`src/design/ppp_map.svh`:
```
// Purpose: register offsets, field positions, reset values and counts of the printer port
// Assumes: included by bare name from every design file that needs it
// Notes: definitions only
`ifndef PPP_MAP_SVH
`define PPP_MAP_SVH

// i/o addresses, data register and sense port share one address, control and status another
`define PPP_LOCAL_DATA_ADDR 16'h0250
`define PPP_LOCAL_CTL_ADDR 16'h0260
`define PPP_SHARED_DATA_ADDR 16'h028a
`define PPP_SHARED_CTL_ADDR 16'h028c

// control register fields
`define PPP_CTL_STROBE 0
`define PPP_CTL_AUTO_NEWLINE 1
`define PPP_CTL_REINIT 2
`define PPP_CTL_SELECT 3
`define PPP_CTL_DRIVE_OFF 4
`define PPP_CTL_IRQ_OFF 7

// status port fields
`define PPP_STAT_OCCUPIED 0
`define PPP_STAT_ACK 1
`define PPP_STAT_ERROR 2
`define PPP_STAT_MEDIA_OUT 3
`define PPP_STAT_ONLINE 4
`define PPP_STAT_STROBE 5
`define PPP_STAT_REINIT 6
`define PPP_STAT_SELECT 7

// reset values and the value read at unmapped addresses
`define PPP_CTL_RESET 8'h90
`define PPP_DATA_RESET 8'h00
`define PPP_UNMAPPED_READ 8'h00

// interrupt request lines served by the two ports
`define PPP_LOCAL_IRQ_LINE 6
`define PPP_SHARED_IRQ_LINE 2

// request queue depth
`define PPP_QUEUE_DEPTH 16

`endif

```
`src/design/ppp_pkg.sv`:
```
// Purpose: types shared by the printer port design files
// Assumes: used with package-qualified names only
// Notes: pin groups and queue entries travel as packed structs
package ppp_pkg;

   // connector levels as seen on the pins, 1 is high
   typedef struct packed {
      logic [7:0] data;
      logic select;
      logic reinit;
      logic strobe;
      logic online;
      logic media_out;
      logic error;
      logic ack;
      logic occupied;
   } ppp_pins_in_t;

   // pin drives; line bits are open drain, order strobe, auto_newline, reinit, select
   typedef struct packed {
      logic [7:0] data_out;
      logic [7:0] data_oe;
      logic [3:0] line_out;
      logic [3:0] line_oe;
   } ppp_pins_out_t;

   // one queued host access
   typedef struct packed {
      logic hit;
      logic shared;
      logic is_ctl;
      logic is_read;
      logic [7:0] wdata;
   } ppp_entry_t;

   typedef struct packed {
      logic [7:0] data_drive;
      logic [7:0] line_control;
   } ppp_regs_t;

   typedef enum logic [1:0] {
      PPP_RUN = 2'b01,
      PPP_HOLD = 2'b10
   } ppp_mode_t;

endpackage

```
`src/design/ppp_sync.sv`:
```
// Purpose: two flip-flop synchroniser for pin levels
// Assumes: inputs come from outside the clock domain
// Notes: the first stage is read by the second stage only
`timescale 1ns/1ps
module ppp_sync #(
   parameter int WIDTH = 1
) (
   // clock and reset
   input wire logic clk,
   input wire logic rst_n,
   // levels
   input wire logic [WIDTH-1:0] d,
   output logic [WIDTH-1:0] q
);
   typedef struct packed {
      logic [WIDTH-1:0] stage1;
      logic [WIDTH-1:0] stage2;
   } ppp_sync_state_t;

   ppp_sync_state_t st;
   ppp_sync_state_t next_st;

   always_comb
   begin
      next_st.stage1 = d;
      next_st.stage2 = st.stage1;
   end

   always_ff @(posedge clk or negedge rst_n)
   begin
      if (!rst_n)
         st <= '0;
      else
         st <= next_st;
   end

   assign q = st.stage2;
endmodule // ppp_sync

```
`src/design/ppp_fifo.sv`:
```
// Purpose: request queue between the host i/o strobes and the register logic
// Assumes: one push and one pop at most per cycle
// Notes: full is a flip-flop so in_ready is glitch free
`timescale 1ns/1ps
module ppp_fifo #(
   parameter int WIDTH = 12,
   parameter int DEPTH = 16
) (
   // clock and reset
   input wire logic clk,
   input wire logic rst_n,
   // filling side
   input wire logic in_valid,
   output logic in_ready,
   input wire logic [WIDTH-1:0] in_data,
   // draining side
   output logic out_valid,
   input wire logic out_ready,
   output logic [WIDTH-1:0] out_data
);
   localparam int AW = (DEPTH > 1) ? $clog2(DEPTH) : 1;

   typedef struct packed {
      logic [DEPTH-1:0][WIDTH-1:0] mem;
      logic [AW-1:0] wptr;
      logic [AW-1:0] rptr;
      logic [AW:0] count;
      logic full;
   } ppp_fifo_state_t;

   ppp_fifo_state_t st;
   ppp_fifo_state_t next_st;
   logic push;
   logic pop;

   assign in_ready = ~st.full;
   assign out_valid = (st.count != '0);
   assign out_data = st.mem[st.rptr];
   assign push = in_valid & ~st.full;
   assign pop = out_ready & out_valid;

   always_comb
   begin
      next_st = st;
      if (push)
      begin
         next_st.mem[st.wptr] = in_data;
         next_st.wptr = (st.wptr == AW'(DEPTH - 1)) ? '0 : st.wptr + AW'(1);
      end
      if (pop)
         next_st.rptr = (st.rptr == AW'(DEPTH - 1)) ? '0 : st.rptr + AW'(1);
      if (push && !pop)
         next_st.count = st.count + (AW+1)'(1);
      else if (pop && !push)
         next_st.count = st.count - (AW+1)'(1);
      next_st.full = (next_st.count == (AW+1)'(DEPTH));
   end

   always_ff @(posedge clk or negedge rst_n)
   begin
      if (!rst_n)
         st <= '0;
      else
         st <= next_st;
   end
endmodule // ppp_fifo

```
`src/design/ppp_top.sv`:
```
// Purpose: two eight-bit parallel printer ports, local and shared unit, behind i/o-mapped registers
// Assumes: one 100 MHz clock, host i/o strobes synchronous to it, pins asynchronous
// Notes: host accesses pass a 16-entry queue; shared accesses wait for the reservation grant
//
// Notes on behaviour
// - drivers enabled: each data register bit drives its pin, 1 high, 0 low
// - control bits 0-3 pull strobe, auto_newline, reinit, select pins low
// - control bit 4 set floats data drivers; clear enables them
// - control bit 7 clear enables interrupt while printer-occupied pin is low
// - every status bit reads the inverse of its pin level at read time
// - low five status bits are inputs; high three read back control pins
// - status bits: occupied, ack, error, media_out, online, strobe, reinit, select
// - local port interrupt is line 6, shared unit port interrupt line 2
// - a granted reservation keeps the shared port exclusive until released
`timescale 1ns/1ps
`include "ppp_map.svh"
module ppp_top #(
   parameter int QUEUE_DEPTH = `PPP_QUEUE_DEPTH
) (
   // clock and reset
   input wire logic clk,
   input wire logic rst_n,
   // host i/o access
   input wire logic [15:0] io_addr,
   input wire logic io_wr,
   input wire logic io_rd,
   input wire logic [7:0] io_wdata,
   output logic io_ready,
   output logic [7:0] io_rdata,
   output logic io_rvalid,
   // local connector
   input wire ppp_pkg::ppp_pins_in_t local_pins_in,
   output ppp_pkg::ppp_pins_out_t local_pins_out,
   output logic irq_line_local,
   // shared unit connector
   input wire ppp_pkg::ppp_pins_in_t shared_pins_in,
   output ppp_pkg::ppp_pins_out_t shared_pins_out,
   output logic irq_line_shared,
   // shared unit reservation
   input wire logic share_want,
   output logic share_req,
   input wire logic share_gnt
);
   typedef struct packed {
      ppp_pkg::ppp_mode_t mode;
      ppp_pkg::ppp_regs_t [1:0] regs;
      ppp_pkg::ppp_pins_out_t [1:0] pins_out;
      logic [1:0] irq;
      logic [7:0] rdata;
      logic rvalid;
      logic req;
   } ppp_state_t;

   ppp_state_t st;
   ppp_state_t next_st;

   ppp_pkg::ppp_pins_in_t [1:0] pins;
   ppp_pkg::ppp_entry_t push_entry;
   ppp_pkg::ppp_entry_t head;
   logic push_valid;
   logic queue_ready;
   logic head_valid;
   logic take;
   logic gnt;

   // pins cross into the clock domain before anything looks at them
   ppp_sync #(
      .WIDTH($bits(ppp_pkg::ppp_pins_in_t))
   ) u_sync_local (
      .clk(clk),
      .rst_n(rst_n),
      .d(local_pins_in),
      .q(pins[0])
   );

   ppp_sync #(
      .WIDTH($bits(ppp_pkg::ppp_pins_in_t))
   ) u_sync_shared (
      .clk(clk),
      .rst_n(rst_n),
      .d(shared_pins_in),
      .q(pins[1])
   );

   ppp_sync #(
      .WIDTH(1)
   ) u_sync_gnt (
      .clk(clk),
      .rst_n(rst_n),
      .d(share_gnt),
      .q(gnt)
   );

   // status byte of one port; every bit is the inverted pin level
   function automatic logic [7:0] status_of(input ppp_pkg::ppp_pins_in_t p);
      logic [7:0] s;
      s = '0;
      s[`PPP_STAT_OCCUPIED] = ~p.occupied;
      s[`PPP_STAT_ACK] = ~p.ack;
      s[`PPP_STAT_ERROR] = ~p.error;
      s[`PPP_STAT_MEDIA_OUT] = ~p.media_out;
      s[`PPP_STAT_ONLINE] = ~p.online;
      s[`PPP_STAT_STROBE] = ~p.strobe;
      s[`PPP_STAT_REINIT] = ~p.reinit;
      s[`PPP_STAT_SELECT] = ~p.select;
      return s;
   endfunction

   // address decode of a host access into a queue entry
   always_comb
   begin
      push_entry = '0;
      push_entry.is_read = io_rd;
      push_entry.wdata = io_wdata;
      push_valid = io_rd | io_wr;
      if (io_addr == `PPP_LOCAL_DATA_ADDR)
      begin
         push_entry.hit = 1'b1;
      end
      else if (io_addr == `PPP_LOCAL_CTL_ADDR)
      begin
         push_entry.hit = 1'b1;
         push_entry.is_ctl = 1'b1;
      end
      else if (io_addr == `PPP_SHARED_DATA_ADDR)
      begin
         push_entry.hit = 1'b1;
         push_entry.shared = 1'b1;
      end
      else if (io_addr == `PPP_SHARED_CTL_ADDR)
      begin
         push_entry.hit = 1'b1;
         push_entry.shared = 1'b1;
         push_entry.is_ctl = 1'b1;
      end
   end

   ppp_fifo #(
      .WIDTH($bits(ppp_pkg::ppp_entry_t)),
      .DEPTH(QUEUE_DEPTH)
   ) u_queue (
      .clk(clk),
      .rst_n(rst_n),
      .in_valid(push_valid),
      .in_ready(queue_ready),
      .in_data(push_entry),
      .out_valid(head_valid),
      .out_ready(take),
      .out_data(head)
   );

   // a queued shared access stalls the whole queue until the grant is held;
   // this keeps host order but lets a long wait fill the queue and stop the host
   always_comb
   begin
      next_st = st;
      next_st.rvalid = 1'b0;
      next_st.req = share_want;
      take = 1'b0;
      case (st.mode)
         ppp_pkg::PPP_RUN:
         begin
            if (head_valid)
            begin
               if (head.hit && head.shared && !gnt)
                  next_st.mode = ppp_pkg::PPP_HOLD;
               else
                  take = 1'b1;
            end
         end
         ppp_pkg::PPP_HOLD:
         begin
            if (gnt)
            begin
               take = 1'b1;
               next_st.mode = ppp_pkg::PPP_RUN;
            end
         end
         default:
         begin
            next_st.mode = ppp_pkg::PPP_RUN;
         end
      endcase

      if (take)
      begin
         if (head.is_read)
         begin
            next_st.rvalid = 1'b1;
            if (!head.hit)
               next_st.rdata = `PPP_UNMAPPED_READ;
            else if (head.is_ctl)
               next_st.rdata = status_of(pins[head.shared]);
            else if (st.regs[head.shared].line_control[`PPP_CTL_DRIVE_OFF])
               next_st.rdata = pins[head.shared].data;
            else
               next_st.rdata = st.regs[head.shared].data_drive;
         end
         else if (head.hit)
         begin
            if (head.is_ctl)
               next_st.regs[head.shared].line_control = head.wdata;
            else
               next_st.regs[head.shared].data_drive = head.wdata;
         end
      end

      // pin drives follow the registers on the same edge
      for (int p = 0; p < 2; p++)
      begin
         next_st.pins_out[p].data_out = next_st.regs[p].data_drive;
         next_st.pins_out[p].data_oe = {8{~next_st.regs[p].line_control[`PPP_CTL_DRIVE_OFF]}};
         next_st.pins_out[p].line_out = 4'h0;
         next_st.pins_out[p].line_oe = next_st.regs[p].line_control[3:0];
         // level request; the handler has to mask it, acking does nothing
         next_st.irq[p] = ~next_st.regs[p].line_control[`PPP_CTL_IRQ_OFF] & ~pins[p].occupied;
      end
   end

   always_ff @(posedge clk or negedge rst_n)
   begin
      if (!rst_n)
      begin
         st.mode <= ppp_pkg::PPP_RUN;
         for (int p = 0; p < 2; p++)
         begin
            st.regs[p].data_drive <= `PPP_DATA_RESET;
            st.regs[p].line_control <= `PPP_CTL_RESET;
            st.pins_out[p].data_out <= `PPP_DATA_RESET;
            st.pins_out[p].data_oe <= 8'h00;
            st.pins_out[p].line_out <= 4'h0;
            st.pins_out[p].line_oe <= 4'h0;
         end
         st.irq <= 2'b00;
         st.rdata <= 8'h00;
         st.rvalid <= 1'b0;
         st.req <= 1'b0;
      end
      else
      begin
         st <= next_st;
      end
   end

   assign io_ready = queue_ready;
   assign io_rdata = st.rdata;
   assign io_rvalid = st.rvalid;
   assign local_pins_out = st.pins_out[0];
   assign shared_pins_out = st.pins_out[1];
   assign irq_line_local = st.irq[0];
   assign irq_line_shared = st.irq[1];
   assign share_req = st.req;
endmodule // ppp_top

```
`config.mk`:
```
export PLATFORM = sky130hd
export DESIGN_NAME = ppp_top
export DESIGN_NICKNAME = d
export VERILOG_FILES = /design/src/design/ppp_pkg.sv /design/src/design/ppp_sync.sv /design/src/design/ppp_fifo.sv /design/src/design/ppp_top.sv
export VERILOG_INCLUDE_DIRS = /design/src /design/src/design
export SDC_FILE = /design/constraint.sdc
export NUM_CORES = 1
export LEC_CHECK = 0
export BUFFER_PORTS_ARGS = -buffer_cell sky130_fd_sc_hd__buf_2
export CAP_MARGIN = 20
export CORE_ASPECT_RATIO = 1.4
export CORE_MARGIN = 5
export CORE_UTILIZATION = 55
export CTS_BUF_LIST = sky130_fd_sc_hd__clkbuf_4 sky130_fd_sc_hd__clkbuf_8 sky130_fd_sc_hd__clkbuf_16
export DETAILED_ROUTE_END_ITERATION = 12
export PLACE_DENSITY = 0.79
export SYNTH_ARGS = -nofsm -noshare
export SYNTH_HDL_FRONTEND = slang
export SYNTH_SLANG_ARGS = --single-unit
```
`constraint.sdc`:
```
create_clock -name clk -period 3.58 [get_ports clk]
set_input_delay 0.179 -clock clk [delete_from_list [all_inputs] [get_ports clk]]
set_output_delay 0.179 -clock clk [all_outputs]
set_load 0.01 [all_outputs]
```
==> results of run 1 <==
==> cells in the final DEF, fill, tap and decap left out, types with 6 or more instances in the layout <==
| master | instances |
|---|---|
| clkinv_2 | 7 |
| dfrtp_1 | 310 |
| inv_1 | 12 |
| nor2_1 | 20 |
| o21ai_0 | 58 |
| mux2_2 | 156 |
| buf_2 | 113 |
| nand3_1 | 19 |
| mux2_1 | 22 |
| nor2b_1 | 6 |
| mux4_2 | 53 |
| nand2_1 | 65 |
| clkbuf_8 | 7 |
| conb_1 | 8 |
| buf_4 | 25 |
| mux2i_1 | 50 |
| ha_1 | 10 |
| a21oi_1 | 7 |
| clkbuf_16 | 29 |
| dlygate4sd3_1 | 35 |
==> critical path: cells and delay by family (launching register included) <==
| kind | cells | cell delay (ns) |
|---|---|---|
| multiplexers | 3 | 1.09 |
| AO/OA/AOI/OAI | 2 | 0.65 |
| flip-flops | 1 | 0.55 |
| AND/OR/NAND/NOR | 2 | 0.51 |
| buffers and inverters | 1 | 0.36 |
==> cell type report <==
class / instances / area share, %
flip-flops and latches: 316 / 50.67
multi-input cells: 535 / 33.00
repair buffers: 176 / 7.415
clock buffers: 40 / 5.453
well taps: 315 / 2.522
clock inverters: 9 / 0.6085
inverters: 14 / 0.3363
==> logic make-up (layout without fill, tap and decap cells) <==
kind of cell / count (synthesis) / after routing
flip-flops: 316 / 316
multiplexers: 285 / 285
AND/OR/NAND/NOR: 132 / 132
buffers and inverters: 130 / 239
AO/OA/AOI/OAI: 92 / 92
adder cells (fa/ha/maj): 10 / 10
XOR/XNOR: 8 / 8
other: 1 / 8
==> worst max-delay path by stage <==
stage	from	endpoint	slack, ns
floorplan	u_queue.st[6]	irq_line_local	0.85
global placement	u_queue.st[6]	irq_line_local	0.53
detailed placement	u_queue.st[6]	irq_line_local	0.43
CTS	u_queue.st[6]	irq_line_local	0.36
global route	u_queue.st[6]	irq_line_local	0.17
finish	u_queue.st[6]	irq_line_local	0.34
==> repair_timing <==
action / in CTS / in global routing
hold buffers: 35 / 0
hold endpoints to repair: 155 / 0
endpoints found under the setup margin: 0 / 0
buffers inserted: 0 / 0
==> metrics by stage <==
step | instances | hold slack [ns]
final | 1405 | 0.09489
after global routing | 1405 | 0.1208
after CTS | 1405 | 0.07649
after detailed placement | 1321 | 0.2883
after global placement | 1321 | 0.2875
after floorplan | 981 | -0.1166
==> state kept, by name, summed over array words and instances (netlist names) <==
name                   flops
irq_line_local             1
u_sync_shared.next_st     16
io_rvalid                  1
u_sync_shared.q           16
u_sync_local.q            16
u_sync_gnt.q               1
u_sync_gnt.next_st         1
irq_line_shared            1
share_req                  1
shared_pins_out           12
io_rdata                   8
u_sync_local.next_st      16
u_queue.st               206
local_pins_out            12
st                         8
==> power by group through the flow <==
| stage | clock [uW] | combinational (uW) | sequential, uW |
|---|---|---|---|
| 2_1_floorplan | 0 | 4050 | 5140 |
| 5_1_grt | 3260 | 5400 | 5600 |
| 3_3_place_gp | 0 | 4770 | 5450 |
| 4_1_cts | 3100 | 5000 | 5470 |
| 3_5_place_dp | 0 | 4920 | 5520 |
| 6_report | 3060 | 4990 | 5470 |
==> per-layer routing <==
| layer | up-vias | global-route usage (%) | share of wire, % |
|---|---|---|---|
| met5 | - | 0 | 0 |
| met4 | 0 | 7.746 | 3.3 |
| met3 | 68 | 2.930 | 5.8 |
| met2 | 265 | 39.71 | 53 |
| met1 | 4316 | 28.33 | 38 |
| li1 | 3605 | - | - |
==> metrics.txt, run 1 <==
# TYPE chip_impl_metric gauge
chip_impl_metric{name="pwr_density_cell",unit="nW/um^2"} 865.0
chip_impl_info{name="outcome",value="complete, no violations"} 1
chip_impl_metric{name="worstPathMaxFanout",unit=""} 19
chip_impl_metric{name="slowest_delay",unit="ns"} 0.56
chip_impl_metric{name="antenna_found_initial",unit=""} 0
chip_impl_metric{name="drt-total-wl",unit="um"} 30770
chip_impl_metric{name="htree_levels",unit=""} 1
chip_impl_metric{name="detail_route.vias_per_cell",unit=""} 5.875
chip_impl_metric{name="initialDrtViolationCount",unit=""} 463
chip_impl_metric{name="number_of_gates_given_a_new_drive_strength_after_cts",unit=""} 0
chip_impl_metric{name="setup_violations_final",unit=""} 0
chip_impl_metric{name="worst_hold_path.num_cells",unit=""} 2
chip_impl_info{name="type_of_element_launching_the_critical_path",value="flop"} 1
chip_impl_metric{name="port_buffers",unit=""} 114
chip_impl_metric{name="timing.slew.headroom",unit="%"} 19.81
chip_impl_metric{name="vertical_extent_of_the_die",unit="um"} 197.3
chip_impl_metric{name="vias",unit=""} 8254
chip_impl_metric{name="synth_top_area_share",unit="%"} 56.47
chip_impl_metric{name="p_switching",unit="uW"} 4420
chip_impl_metric{name="seq_area",unit="um^2"} 7918
chip_impl_metric{name="ir_drop",unit="V"} 0.0005588
chip_impl_metric{name="synth_cell_type_count",unit=""} 54
chip_impl_metric{name="fin_total_pwr",unit="uW"} 13520
chip_impl_metric{name="postRouteAntennaNets",unit=""} 0
chip_impl_metric{name="floorplan.rows",unit=""} 68
chip_impl_metric{name="drc_errors",unit=""} 0
chip_impl_metric{name="reg2reg_setup_slack",unit="ns"} 0.34
chip_impl_metric{name="overflow",unit=""} 0
chip_impl_metric{name="finalInstanceArea",unit="um^2"} 15630
chip_impl_metric{name="place_hpwl",unit="um"} 20080
chip_impl_metric{name="pre_cts_ws",unit="ns"} 0.4336
chip_impl_metric{name="power_switching_share",unit="%"} 32.70
chip_impl_info{name="synthMostInstantiatedCell",value="dfrtp_1"} 1
chip_impl_metric{name="max_cap_violations",unit=""} 0
chip_impl_metric{name="seq_area_frac_synth",unit="%"} 57.43
chip_impl_metric{name="maximum_number_of_pins_on_one_net_before_global_route_repair",unit=""} 128
chip_impl_metric{name="floorplan.initialDensity",unit="%"} 55.85
chip_impl_metric{name="synthesis.yosys.warnings",unit=""} 0
chip_impl_metric{name="finalMaxSlewViolations",unit=""} 0
chip_impl_metric{name="nets",unit=""} 1143
chip_impl_metric{name="cts_num_sinks",unit=""} 316
chip_impl_metric{name="multi_input_area",unit="um^2"} 5156
chip_impl_info{name="worstReg2RegStart",value="u_queue.st[6]"} 1
chip_impl_metric{name="synth.mux.area_fraction",unit="%"} 27.27
chip_impl_metric{name="chipWidth",unit="um"} 143.8
chip_impl_metric{name="cts_made_buffers",unit=""} 28
chip_impl_metric{name="synth_enable_flop_cells",unit=""} 0
chip_impl_metric{name="p_comb_share",unit="%"} 36.9
chip_impl_metric{name="syn2layout_area_growth",unit="%"} 13.39
chip_impl_metric{name="worst_ep_required_time",unit="ns"} 4.05
chip_impl_metric{name="timing.final.crit_share",unit="%"} 90.43
chip_impl_metric{name="report.final.hold_viol_count",unit=""} 0
chip_impl_metric{name="p_leak",unit="uW"} 0.007163
chip_impl_info{name="cts-root-buf",value="clkbuf_16"} 1
chip_impl_info{name="cp_slowest_cell",value="mux4_2"} 1
chip_impl_info{name="yosys-top-cells-count",value="dfrtp_1 (311), mux2_2 (156), nand2_1 (65)"} 1
chip_impl_metric{name="fillCellCount",unit=""} 1742
chip_impl_metric{name="worst_slew_pin_slew",unit="ns"} 1.203
chip_impl_metric{name="all_layer_global_routing_usage",unit="%"} 22.41
chip_impl_info{name="crit-reg2reg-capture",value="irq_line_local"} 1
chip_impl_metric{name="routed_wire_length_per_instance",unit="um"} 21.90
chip_impl_metric{name="layout_min_cycle_time",unit="ns"} 3.237
chip_impl_metric{name="synth_area",unit="um^2"} 13780
chip_impl_info{name="setup.worst_path.class",value="flop to flop"} 1
chip_impl_metric{name="ios",unit=""} 123
chip_impl_metric{name="synth_seq_cells",unit=""} 316
chip_impl_metric{name="clock.fmax",unit="MHz"} 308.9
chip_impl_info{name="most_instantiated_flip_flop_cell_in_the_synthesis_netlist",value="dfrtp_1"} 1
chip_impl_metric{name="final_critical_path_setup_slack",unit="ns"} 0.3426
chip_impl_metric{name="drt_pass_1_iters",unit=""} 4
chip_impl_metric{name="count_of_antenna_diodes_in_the_layout",unit=""} 0
chip_impl_info{name="netlist.top_cell.by_area",value="dfrtp_1"} 1
chip_impl_metric{name="pwr-share-clk",unit="%"} 22.6
chip_impl_metric{name="synth-simple-area-share",unit="%"} 4.349
chip_impl_metric{name="synth-async-reset-ratio",unit="%"} 100.0
chip_impl_metric{name="max-clock-path-buffers",unit=""} 3
chip_impl_metric{name="placeableCoreArea",unit="um^2"} 24670
chip_impl_metric{name="syn_area_per_cell",unit="um^2"} 14.15
chip_impl_metric{name="timing.clock.skew",unit="ns"} 0.007538
chip_impl_info{name="cts_tree",value="built"} 1
chip_impl_info{name="min_from",value="io_wdata[6]"} 1
chip_impl_metric{name="later_pin_clock_latency_in_the_skew_report",unit="ns"} 0.54
chip_impl_metric{name="worst_r2r_path_depth",unit=""} 8
chip_impl_info{name="synth_top_family_by_area",value="multiplexers"} 1
chip_impl_metric{name="final_core_area_utilization",unit="%"} 63.33
chip_impl_metric{name="ratio_of_cells_with_drive_above_1_in_the_final_layout",unit="%"} 38.44
chip_impl_metric{name="sequential_fraction_of_design_power",unit="%"} 40.5
chip_impl_info{name="synth_area_leaders",value="dfrtp_1 (56%), mux2_2 (13%), mux4_2 (8.7%), mux2i_1 (3.6%), buf_4 (3.4%)"} 1
chip_impl_metric{name="via_count_of_the_first_global_routing_pass",unit=""} 8989
chip_impl_metric{name="gp_congestion",unit=""} 0.8132
chip_impl_metric{name="critPathArrivalTime",unit="ns"} 3.70
chip_impl_metric{name="dieArea",unit="um^2"} 28370
chip_impl_metric{name="xor_and_xnor_fraction_of_the_mapped_netlist_area",unit="%"} 0.5084
chip_impl_metric{name="synth_fa_ha_area_share",unit="%"} 0.9079
chip_impl_info{name="rsz0062_at_grt",value="false"} 1
chip_impl_info{name="hp-class",value="input port to flop"} 1
chip_impl_metric{name="synth_compound_gate_area_share",unit="%"} 4.158
chip_impl_info{name="timing.hold.worst_endpoint",value="u_queue.st[32]"} 1
chip_impl_metric{name="grt_first_pass_wirelength",unit="um"} 49860
chip_impl_metric{name="clk_pin_slew",unit="ns"} 0.06
chip_impl_metric{name="post_synth_inst_count",unit=""} 974
chip_impl_info{name="crit_chain",value="buf_4 -> mux4_2 -> mux2i_1 -> a32oi_1 -> a2111oi_2 -> and2_1 -> mux2_4 -> nor2_1"} 1
chip_impl_metric{name="cell_internal_pwr",unit="uW"} 9097
chip_impl_metric{name="setup-tns-final",unit="ns"} 0
chip_impl_metric{name="postPlaceCellArea",unit="um^2"} 14330
chip_impl_info{name="end_kind",value="flop"} 1
(Power assumes the default switching activity.)
==> run 2, diff against run 1 <==
Settings changed: CORE_MARGIN 5 to default.
==> metrics.txt, run 2 (synthesized netlist as in run 1, its figures left out) <==
# TYPE chip_impl_metric gauge
chip_impl_info{name="outcome",value="complete, no violations"} 1
chip_impl_metric{name="finalMaxSlewViolations",unit=""} 0
chip_impl_metric{name="cts_made_buffers",unit=""} 29
chip_impl_metric{name="ratio_of_cells_with_drive_above_1_in_the_final_layout",unit="%"} 38.50
chip_impl_metric{name="drc_errors",unit=""} 0
chip_impl_metric{name="worst_hold_path.num_cells",unit=""} 2
chip_impl_info{name="timing.critical_path.max_delay_family",value="multiplexers"} 1
chip_impl_metric{name="cp.depth",unit=""} 7
chip_impl_metric{name="critPathArrivalTime",unit="ns"} 3.72
chip_impl_metric{name="slowest_delay",unit="ns"} 0.64
chip_impl_metric{name="overflow",unit=""} 0
chip_impl_metric{name="vertical_extent_of_the_die",unit="um"} 189.3
chip_impl_metric{name="floorplan.initialDensity",unit="%"} 55.85
chip_impl_metric{name="final_core_area_utilization",unit="%"} 63.40
chip_impl_info{name="layout.cells.most_common",value="dfrtp_1"} 1
chip_impl_metric{name="layout_min_cycle_time",unit="ns"} 3.301
chip_impl_info{name="rsz0062_at_grt",value="false"} 1
chip_impl_metric{name="chipWidth",unit="um"} 135.8
chip_impl_metric{name="timing.clock.skew",unit="ns"} 0.01451
chip_impl_metric{name="drt_pass_1_iters",unit=""} 5
chip_impl_metric{name="later_pin_clock_latency_in_the_skew_report",unit="ns"} 0.55
chip_impl_metric{name="all_layer_global_routing_usage",unit="%"} 25.17
chip_impl_metric{name="timing.final.crit_share",unit="%"} 92.21
chip_impl_metric{name="antenna_found_initial",unit=""} 1
chip_impl_info{name="end_kind",value="flop"} 1
chip_impl_metric{name="placeableCoreArea",unit="um^2"} 24670
chip_impl_metric{name="via_count_of_the_first_global_routing_pass",unit=""} 8735
chip_impl_metric{name="post_cts_buffers",unit=""} 0
chip_impl_metric{name="maximum_number_of_pins_on_one_net_before_global_route_repair",unit=""} 90
chip_impl_metric{name="largest_register_ffs",unit=""} 206
chip_impl_metric{name="number_of_gates_given_a_new_drive_strength_after_cts",unit=""} 0
chip_impl_metric{name="ios",unit=""} 123
chip_impl_info{name="type_of_element_launching_the_critical_path",value="flop"} 1
chip_impl_info{name="cts_tree",value="built"} 1
chip_impl_info{name="largest_register",value="u_queue.st"} 1
chip_impl_metric{name="place_hpwl",unit="um"} 19450
chip_impl_metric{name="fillCellCount",unit=""} 1739
chip_impl_metric{name="port_buffers",unit=""} 114
chip_impl_metric{name="final_cells",unit=""} 1407
chip_impl_metric{name="drt-total-wl",unit="um"} 31310
chip_impl_metric{name="worstPathMaxFanout",unit=""} 21
chip_impl_metric{name="detail_route.vias_per_cell",unit=""} 5.900
chip_impl_metric{name="htree_levels",unit=""} 1
chip_impl_metric{name="ir_drop",unit="V"} 0.0006500
chip_impl_metric{name="cts_num_sinks",unit=""} 316
chip_impl_metric{name="pwr_density_cell",unit="nW/um^2"} 868.6
chip_impl_metric{name="postRouteAntennaNets",unit=""} 0
chip_impl_metric{name="timing.slew.headroom",unit="%"} 12.27
chip_impl_metric{name="setup_violations_final",unit=""} 0
chip_impl_metric{name="floorplan.rows",unit=""} 68
chip_impl_metric{name="syn2layout_area_growth",unit="%"} 13.52
chip_impl_info{name="cts-root-buf",value="clkbuf_16"} 1
chip_impl_metric{name="report.final.hold_viol_count",unit=""} 0
chip_impl_metric{name="worst_ep_required_time",unit="ns"} 4.00
chip_impl_metric{name="gp_congestion",unit=""} 0.8000
chip_impl_metric{name="routed_wire_length_per_instance",unit="um"} 22.25
chip_impl_metric{name="clock.fmax",unit="MHz"} 302.9
chip_impl_metric{name="p_leak",unit="uW"} 0.007157
chip_impl_metric{name="initialDrtViolationCount",unit=""} 462
chip_impl_metric{name="worstPathBufferInverterCount",unit=""} 1
chip_impl_metric{name="vias",unit=""} 8302
chip_impl_info{name="setup.worst_path.class",value="flop to flop"} 1
chip_impl_metric{name="numPlacedInstances",unit=""} 1317
chip_impl_metric{name="setup-tns-final",unit="ns"} 0
chip_impl_info{name="cp_slowest_cell",value="dfrtp_4"} 1
chip_impl_info{name="crit_chain",value="buf_4 -> mux4_2 -> mux2i_1 -> a32oi_1 -> a2111oi_2 -> and2_1 -> mux2_1"} 1
chip_impl_metric{name="max-clock-path-buffers",unit=""} 3
chip_impl_info{name="final_cell_mix",value="dfrtp_1 (310), mux2_2 (156), buf_2 (113), nand2_1 (65), o21ai_0 (58)"} 1
chip_impl_metric{name="worst_r2r_path_depth",unit=""} 7
chip_impl_info{name="hp-class",value="input port to flop"} 1
chip_impl_metric{name="nets",unit=""} 1140
chip_impl_metric{name="worst_slew_pin_slew",unit="ns"} 1.316
chip_impl_metric{name="dieArea",unit="um^2"} 25700
chip_impl_metric{name="max_cap_violations",unit=""} 0
chip_impl_metric{name="clk_pin_slew",unit="ns"} 0.07
chip_impl_metric{name="hold_buffers",unit=""} 35
chip_impl_metric{name="grt_first_pass_wirelength",unit="um"} 49090
chip_impl_metric{name="reg2reg_setup_slack",unit="ns"} 0.28
[run 2: final cells by class]
cell class | count | area, um^2 | share of cell area [%]
diodes | 1 | 2.502 | 0.01600
clock buffers | 44 | 888.4 | 5.679
clock inverters | 10 | 91.34 | 0.5839
inverters | 14 | 52.55 | 0.3359
multi-input cells | 535 | 5156 | 32.96
flip-flops and latches | 316 | 7918 | 50.61
well taps | 315 | 394.1 | 2.519
repair buffers | 172 | 1141 | 7.294
[run 2: metal layers]
layer,global-route usage [%],vias up,routed length (um)
met5,0,-,0
met4,10.59,0,1235
met3,2.651,84,1379
met2,44.88,300,16640
met1,30.77,4318,12050
li1,-,3600,-
[run 2: path summary, 6_finish.rpt]
path | start | to
max reg2reg | u_queue.st[6] | local_pins_out[0]
min | io_wdata[5] | u_queue.st[139]
max in group asynchronous | rst_n | u_queue.st[199]
max | u_queue.st[6] | local_pins_out[0]
min reg2reg | u_sync_local.next_st[4] | u_sync_local.q[4]
min in group asynchronous | rst_n | u_sync_local.q[3]
[run 2: worst reg2reg max path: cells and delay by family, from the launching register on]
| kind | cells | cell delay [ns] |
|---|---|---|
| mux | 3 | 1.15 |
| buf+inv | 1 | 0.44 |
| simple gates | 1 | 0.39 |
| flops | 1 | 0.64 |
| compound gates | 2 | 0.56 |
[run 2: through the flow]
step	power (uW)	setup WS [ns]	cell area [um^2]	hold WS, ns
after floorplan	9183	0.8524	13810	-0.1166
after global placement	10200	0.3223	14310	0.2300
after detailed placement	10410	0.2759	14310	0.2254
after CTS	13590	0.2379	15640	0.08410
after global routing	14240	0.09695	15640	0.1227
final	13590	0.2788	15640	0.08467
[run 2: power by group]
part | internal, uW | leakage (uW) | switching [uW]
sequential | 4710 | 0.00393 | 818
combinational | 2580 | 0.00274 | 2360
clock | 1790 | 0.000490 | 1330
==> run 3, diff against run 2 <==
Settings changed: CORE_UTILIZATION 55 to 48, PLACE_DENSITY 0.79 to 0.71.
==> metrics.txt, run 3 (synthesized netlist as in run 1, its figures left out) <==
# TYPE chip_impl_metric gauge
chip_impl_metric{name="timing.hold.ws",unit="ns"} 0.08184
chip_impl_metric{name="pwr-share-clk",unit="%"} 23.7
chip_impl_info{name="cts-root-buf",value="clkbuf_16"} 1
chip_impl_metric{name="worst_r2r_path_depth",unit=""} 9
chip_impl_metric{name="placeableCoreArea",unit="um^2"} 28310
chip_impl_info{name="worstReg2RegStart",value="u_queue.st[6]"} 1
chip_impl_metric{name="grt_first_pass_wirelength",unit="um"} 48430
chip_impl_metric{name="setup-tns-final",unit="ns"} 0
chip_impl_metric{name="timing.slew.headroom",unit="%"} 30.17
chip_impl_metric{name="floorplan.initialDensity",unit="%"} 48.67
chip_impl_metric{name="floorplan.rows",unit=""} 73
chip_impl_info{name="final_cell_mix",value="dfrtp_1 (310), mux2_2 (156), buf_2 (113), nand2_1 (65), o21ai_0 (58)"} 1
chip_impl_metric{name="worst_ep_required_time",unit="ns"} 4.03
chip_impl_metric{name="vias",unit=""} 7992
chip_impl_metric{name="drt-total-wl",unit="um"} 30200
chip_impl_metric{name="cell_internal_pwr",unit="uW"} 9183
chip_impl_metric{name="p_comb_share",unit="%"} 36.3
chip_impl_metric{name="ir_drop",unit="V"} 0.0003681
chip_impl_metric{name="vertical_extent_of_the_die",unit="um"} 202.5
chip_impl_metric{name="clk_pin_slew",unit="ns"} 0.06
chip_impl_info{name="end_kind",value="flop"} 1
chip_impl_info{name="cts_tree",value="built"} 1
chip_impl_info{name="crit-reg2reg-capture",value="u_queue.st[0]"} 1
chip_impl_metric{name="antenna_found_initial",unit=""} 0
chip_impl_metric{name="via_count_of_the_first_global_routing_pass",unit=""} 8479
chip_impl_metric{name="layout_min_cycle_time",unit="ns"} 3.098
chip_impl_metric{name="chipWidth",unit="um"} 145.2
chip_impl_metric{name="max-clock-path-buffers",unit=""} 3
chip_impl_info{name="largest_register",value="u_queue.st"} 1
chip_impl_metric{name="drc_errors",unit=""} 0
chip_impl_metric{name="multi_input_area",unit="um^2"} 5156
chip_impl_metric{name="critPathArrivalTime",unit="ns"} 3.54
chip_impl_metric{name="worstPathMaxFanout",unit=""} 16
chip_impl_metric{name="count_of_antenna_diodes_in_the_layout",unit=""} 0
chip_impl_metric{name="ios",unit=""} 123
chip_impl_metric{name="later_pin_clock_latency_in_the_skew_report",unit="ns"} 0.55
chip_impl_metric{name="place_hpwl",unit="um"} 18980
chip_impl_metric{name="largest_register_ffs",unit=""} 206
chip_impl_metric{name="overflow",unit=""} 0
chip_impl_metric{name="timing.final.crit_share",unit="%"} 86.53
chip_impl_metric{name="maximum_number_of_pins_on_one_net_before_global_route_repair",unit=""} 90
chip_impl_metric{name="syn2layout_area_growth",unit="%"} 14.16
chip_impl_metric{name="htree_levels",unit=""} 1
chip_impl_metric{name="fin_total_pwr",unit="uW"} 13550
chip_impl_metric{name="worst_slew_pin_slew",unit="ns"} 1.045
chip_impl_info{name="outcome",value="complete, no violations"} 1
chip_impl_metric{name="timing.clock.skew",unit="ns"} 0.007401
chip_impl_metric{name="postRouteAntennaNets",unit=""} 0
chip_impl_metric{name="report.final.hold_viol_count",unit=""} 0
chip_impl_metric{name="drt_pass_1_iters",unit=""} 4
chip_impl_metric{name="port_buffers",unit=""} 114
chip_impl_metric{name="initialDrtViolationCount",unit=""} 541
chip_impl_metric{name="finalMaxSlewViolations",unit=""} 0
chip_impl_metric{name="dieArea",unit="um^2"} 29400
chip_impl_metric{name="seq_area",unit="um^2"} 7918
chip_impl_metric{name="detail_route.vias_per_cell",unit=""} 5.455
chip_impl_metric{name="cts_num_sinks",unit=""} 316
chip_impl_metric{name="sequential_fraction_of_design_power",unit="%"} 40.0
chip_impl_metric{name="fillCellCount",unit=""} 2266
chip_impl_metric{name="routed_wire_length_per_instance",unit="um"} 20.61
chip_impl_metric{name="number_of_gates_given_a_new_drive_strength_after_cts",unit=""} 0
chip_impl_metric{name="cts_made_buffers",unit=""} 29
chip_impl_metric{name="all_layer_global_routing_usage",unit="%"} 21.28
chip_impl_metric{name="p_switching",unit="uW"} 4362
chip_impl_metric{name="setup_violations_final",unit=""} 0
chip_impl_info{name="timing.hold.worst_endpoint",value="u_queue.st[187]"} 1
chip_impl_info{name="type_of_element_launching_the_critical_path",value="flop"} 1
chip_impl_metric{name="max_cap_violations",unit=""} 0
chip_impl_info{name="rsz0062_at_grt",value="false"} 1
chip_impl_metric{name="ratio_of_cells_with_drive_above_1_in_the_final_layout",unit="%"} 38.44
chip_impl_info{name="setup.worst_path.class",value="flop to flop"} 1
chip_impl_metric{name="reg2reg_setup_slack",unit="ns"} 0.48
chip_impl_metric{name="clock.fmax",unit="MHz"} 322.8
chip_impl_metric{name="worst_hold_path.num_cells",unit=""} 2
chip_impl_metric{name="nets",unit=""} 1140
chip_impl_info{name="hp-class",value="input port to flop"} 1
chip_impl_metric{name="pwr_density_cell",unit="nW/um^2"} 861.0
chip_impl_metric{name="gp_congestion",unit=""} 0.8085
chip_impl_metric{name="p_leak",unit="uW"} 0.007171
chip_impl_info{name="layout.cells.most_common",value="dfrtp_1"} 1
chip_impl_metric{name="power_switching_share",unit="%"} 32.21
chip_impl_info{name="min_from",value="io_wdata[5]"} 1
[run 3: cell types whose count changed in the layout (fill, tap and decap cells not counted), sizes merged]
cell	previous run	this run
clkinvlp	2	0
clkbuf	44	46
clkinv	6	4
bufinv	1	2
diode	1	0
[run 3: stage by stage]
| step | setup slack [ns] | cell area, um^2 | utilization (%) | cells |
|---|---|---|---|---|
| finish | 0.4823 | 15730 | 55.56 | 1465 |
| global placement | 0.5096 | 14370 | 50.76 | 1377 |
| detailed placement | 0.4671 | 14370 | 50.76 | 1377 |
| CTS | 0.4581 | 15730 | 55.56 | 1465 |
| global route | 0.2535 | 15730 | 55.56 | 1465 |
| floorplan | 0.8524 | 13810 | - | 981 |
[run 3: worst max-delay path by stage]
stage,startpoint,to,cells after the start,slack [ns]
after global routing,u_queue.st[6],u_queue.st[0],10,0.25
after detailed placement,u_queue.st[6],irq_line_local,8,0.47
final,u_queue.st[6],u_queue.st[0],9,0.48
after floorplan,u_queue.st[6],irq_line_local,10,0.85
after CTS,u_queue.st[6],irq_line_shared,8,0.46
after global placement,u_queue.st[6],irq_line_shared,8,0.51
[run 3: power groups by stage]
| stage | registers [uW] | logic (uW) | clock network [uW] |
|---|---|---|---|
| after floorplan | 5140 | 4050 | 0 |
| after global placement | 5430 | 4810 | 0 |
| after detailed placement | 5470 | 4910 | 0 |
| after CTS | 5420 | 4970 | 3280 |
| after global routing | 5570 | 5300 | 3400 |
| final | 5420 | 4910 | 3210 |
[run 3: area by class of cell]
class | instances | area share (%)
Clock buffer | 46 | 5.822
Clock inverter | 7 | 0.5885
Inverter | 14 | 0.3340
Multi-Input combinational cell | 535 | 32.77
Sequential cell | 316 | 50.33
Tap cell | 375 | 2.982
Timing Repair Buffer | 172 | 7.174
[run 3: worst max-delay path, stage by stage (launching register included)]
cell and delay [ns]:
dfrtp_4 0.59, mux4_2 0.53, mux2_2 0.31, a22oi_4 0.22, buf_4 0.31, o21a_1 0.21
nor2_1 0.10, o21ai_1 0.23, o211ai_1 0.14, a2111oi_2 0.36
[run 3: repair_timing]
action | in CTS | in global routing
buffers inserted | 0 | 0
setup endpoints to repair | 0 | 0
endpoints found under the hold margin | 91 | 0
hold buffers | 35 | 0
[run 3: per-layer routing]
metal	GRT usage (%)	vias up	wire (um)
li1	-	3592	-
met1	26.82	4135	12380
met2	37.50	208	15680
met3	2.337	57	1248
met4	8.647	0	885
met5	0	-	0
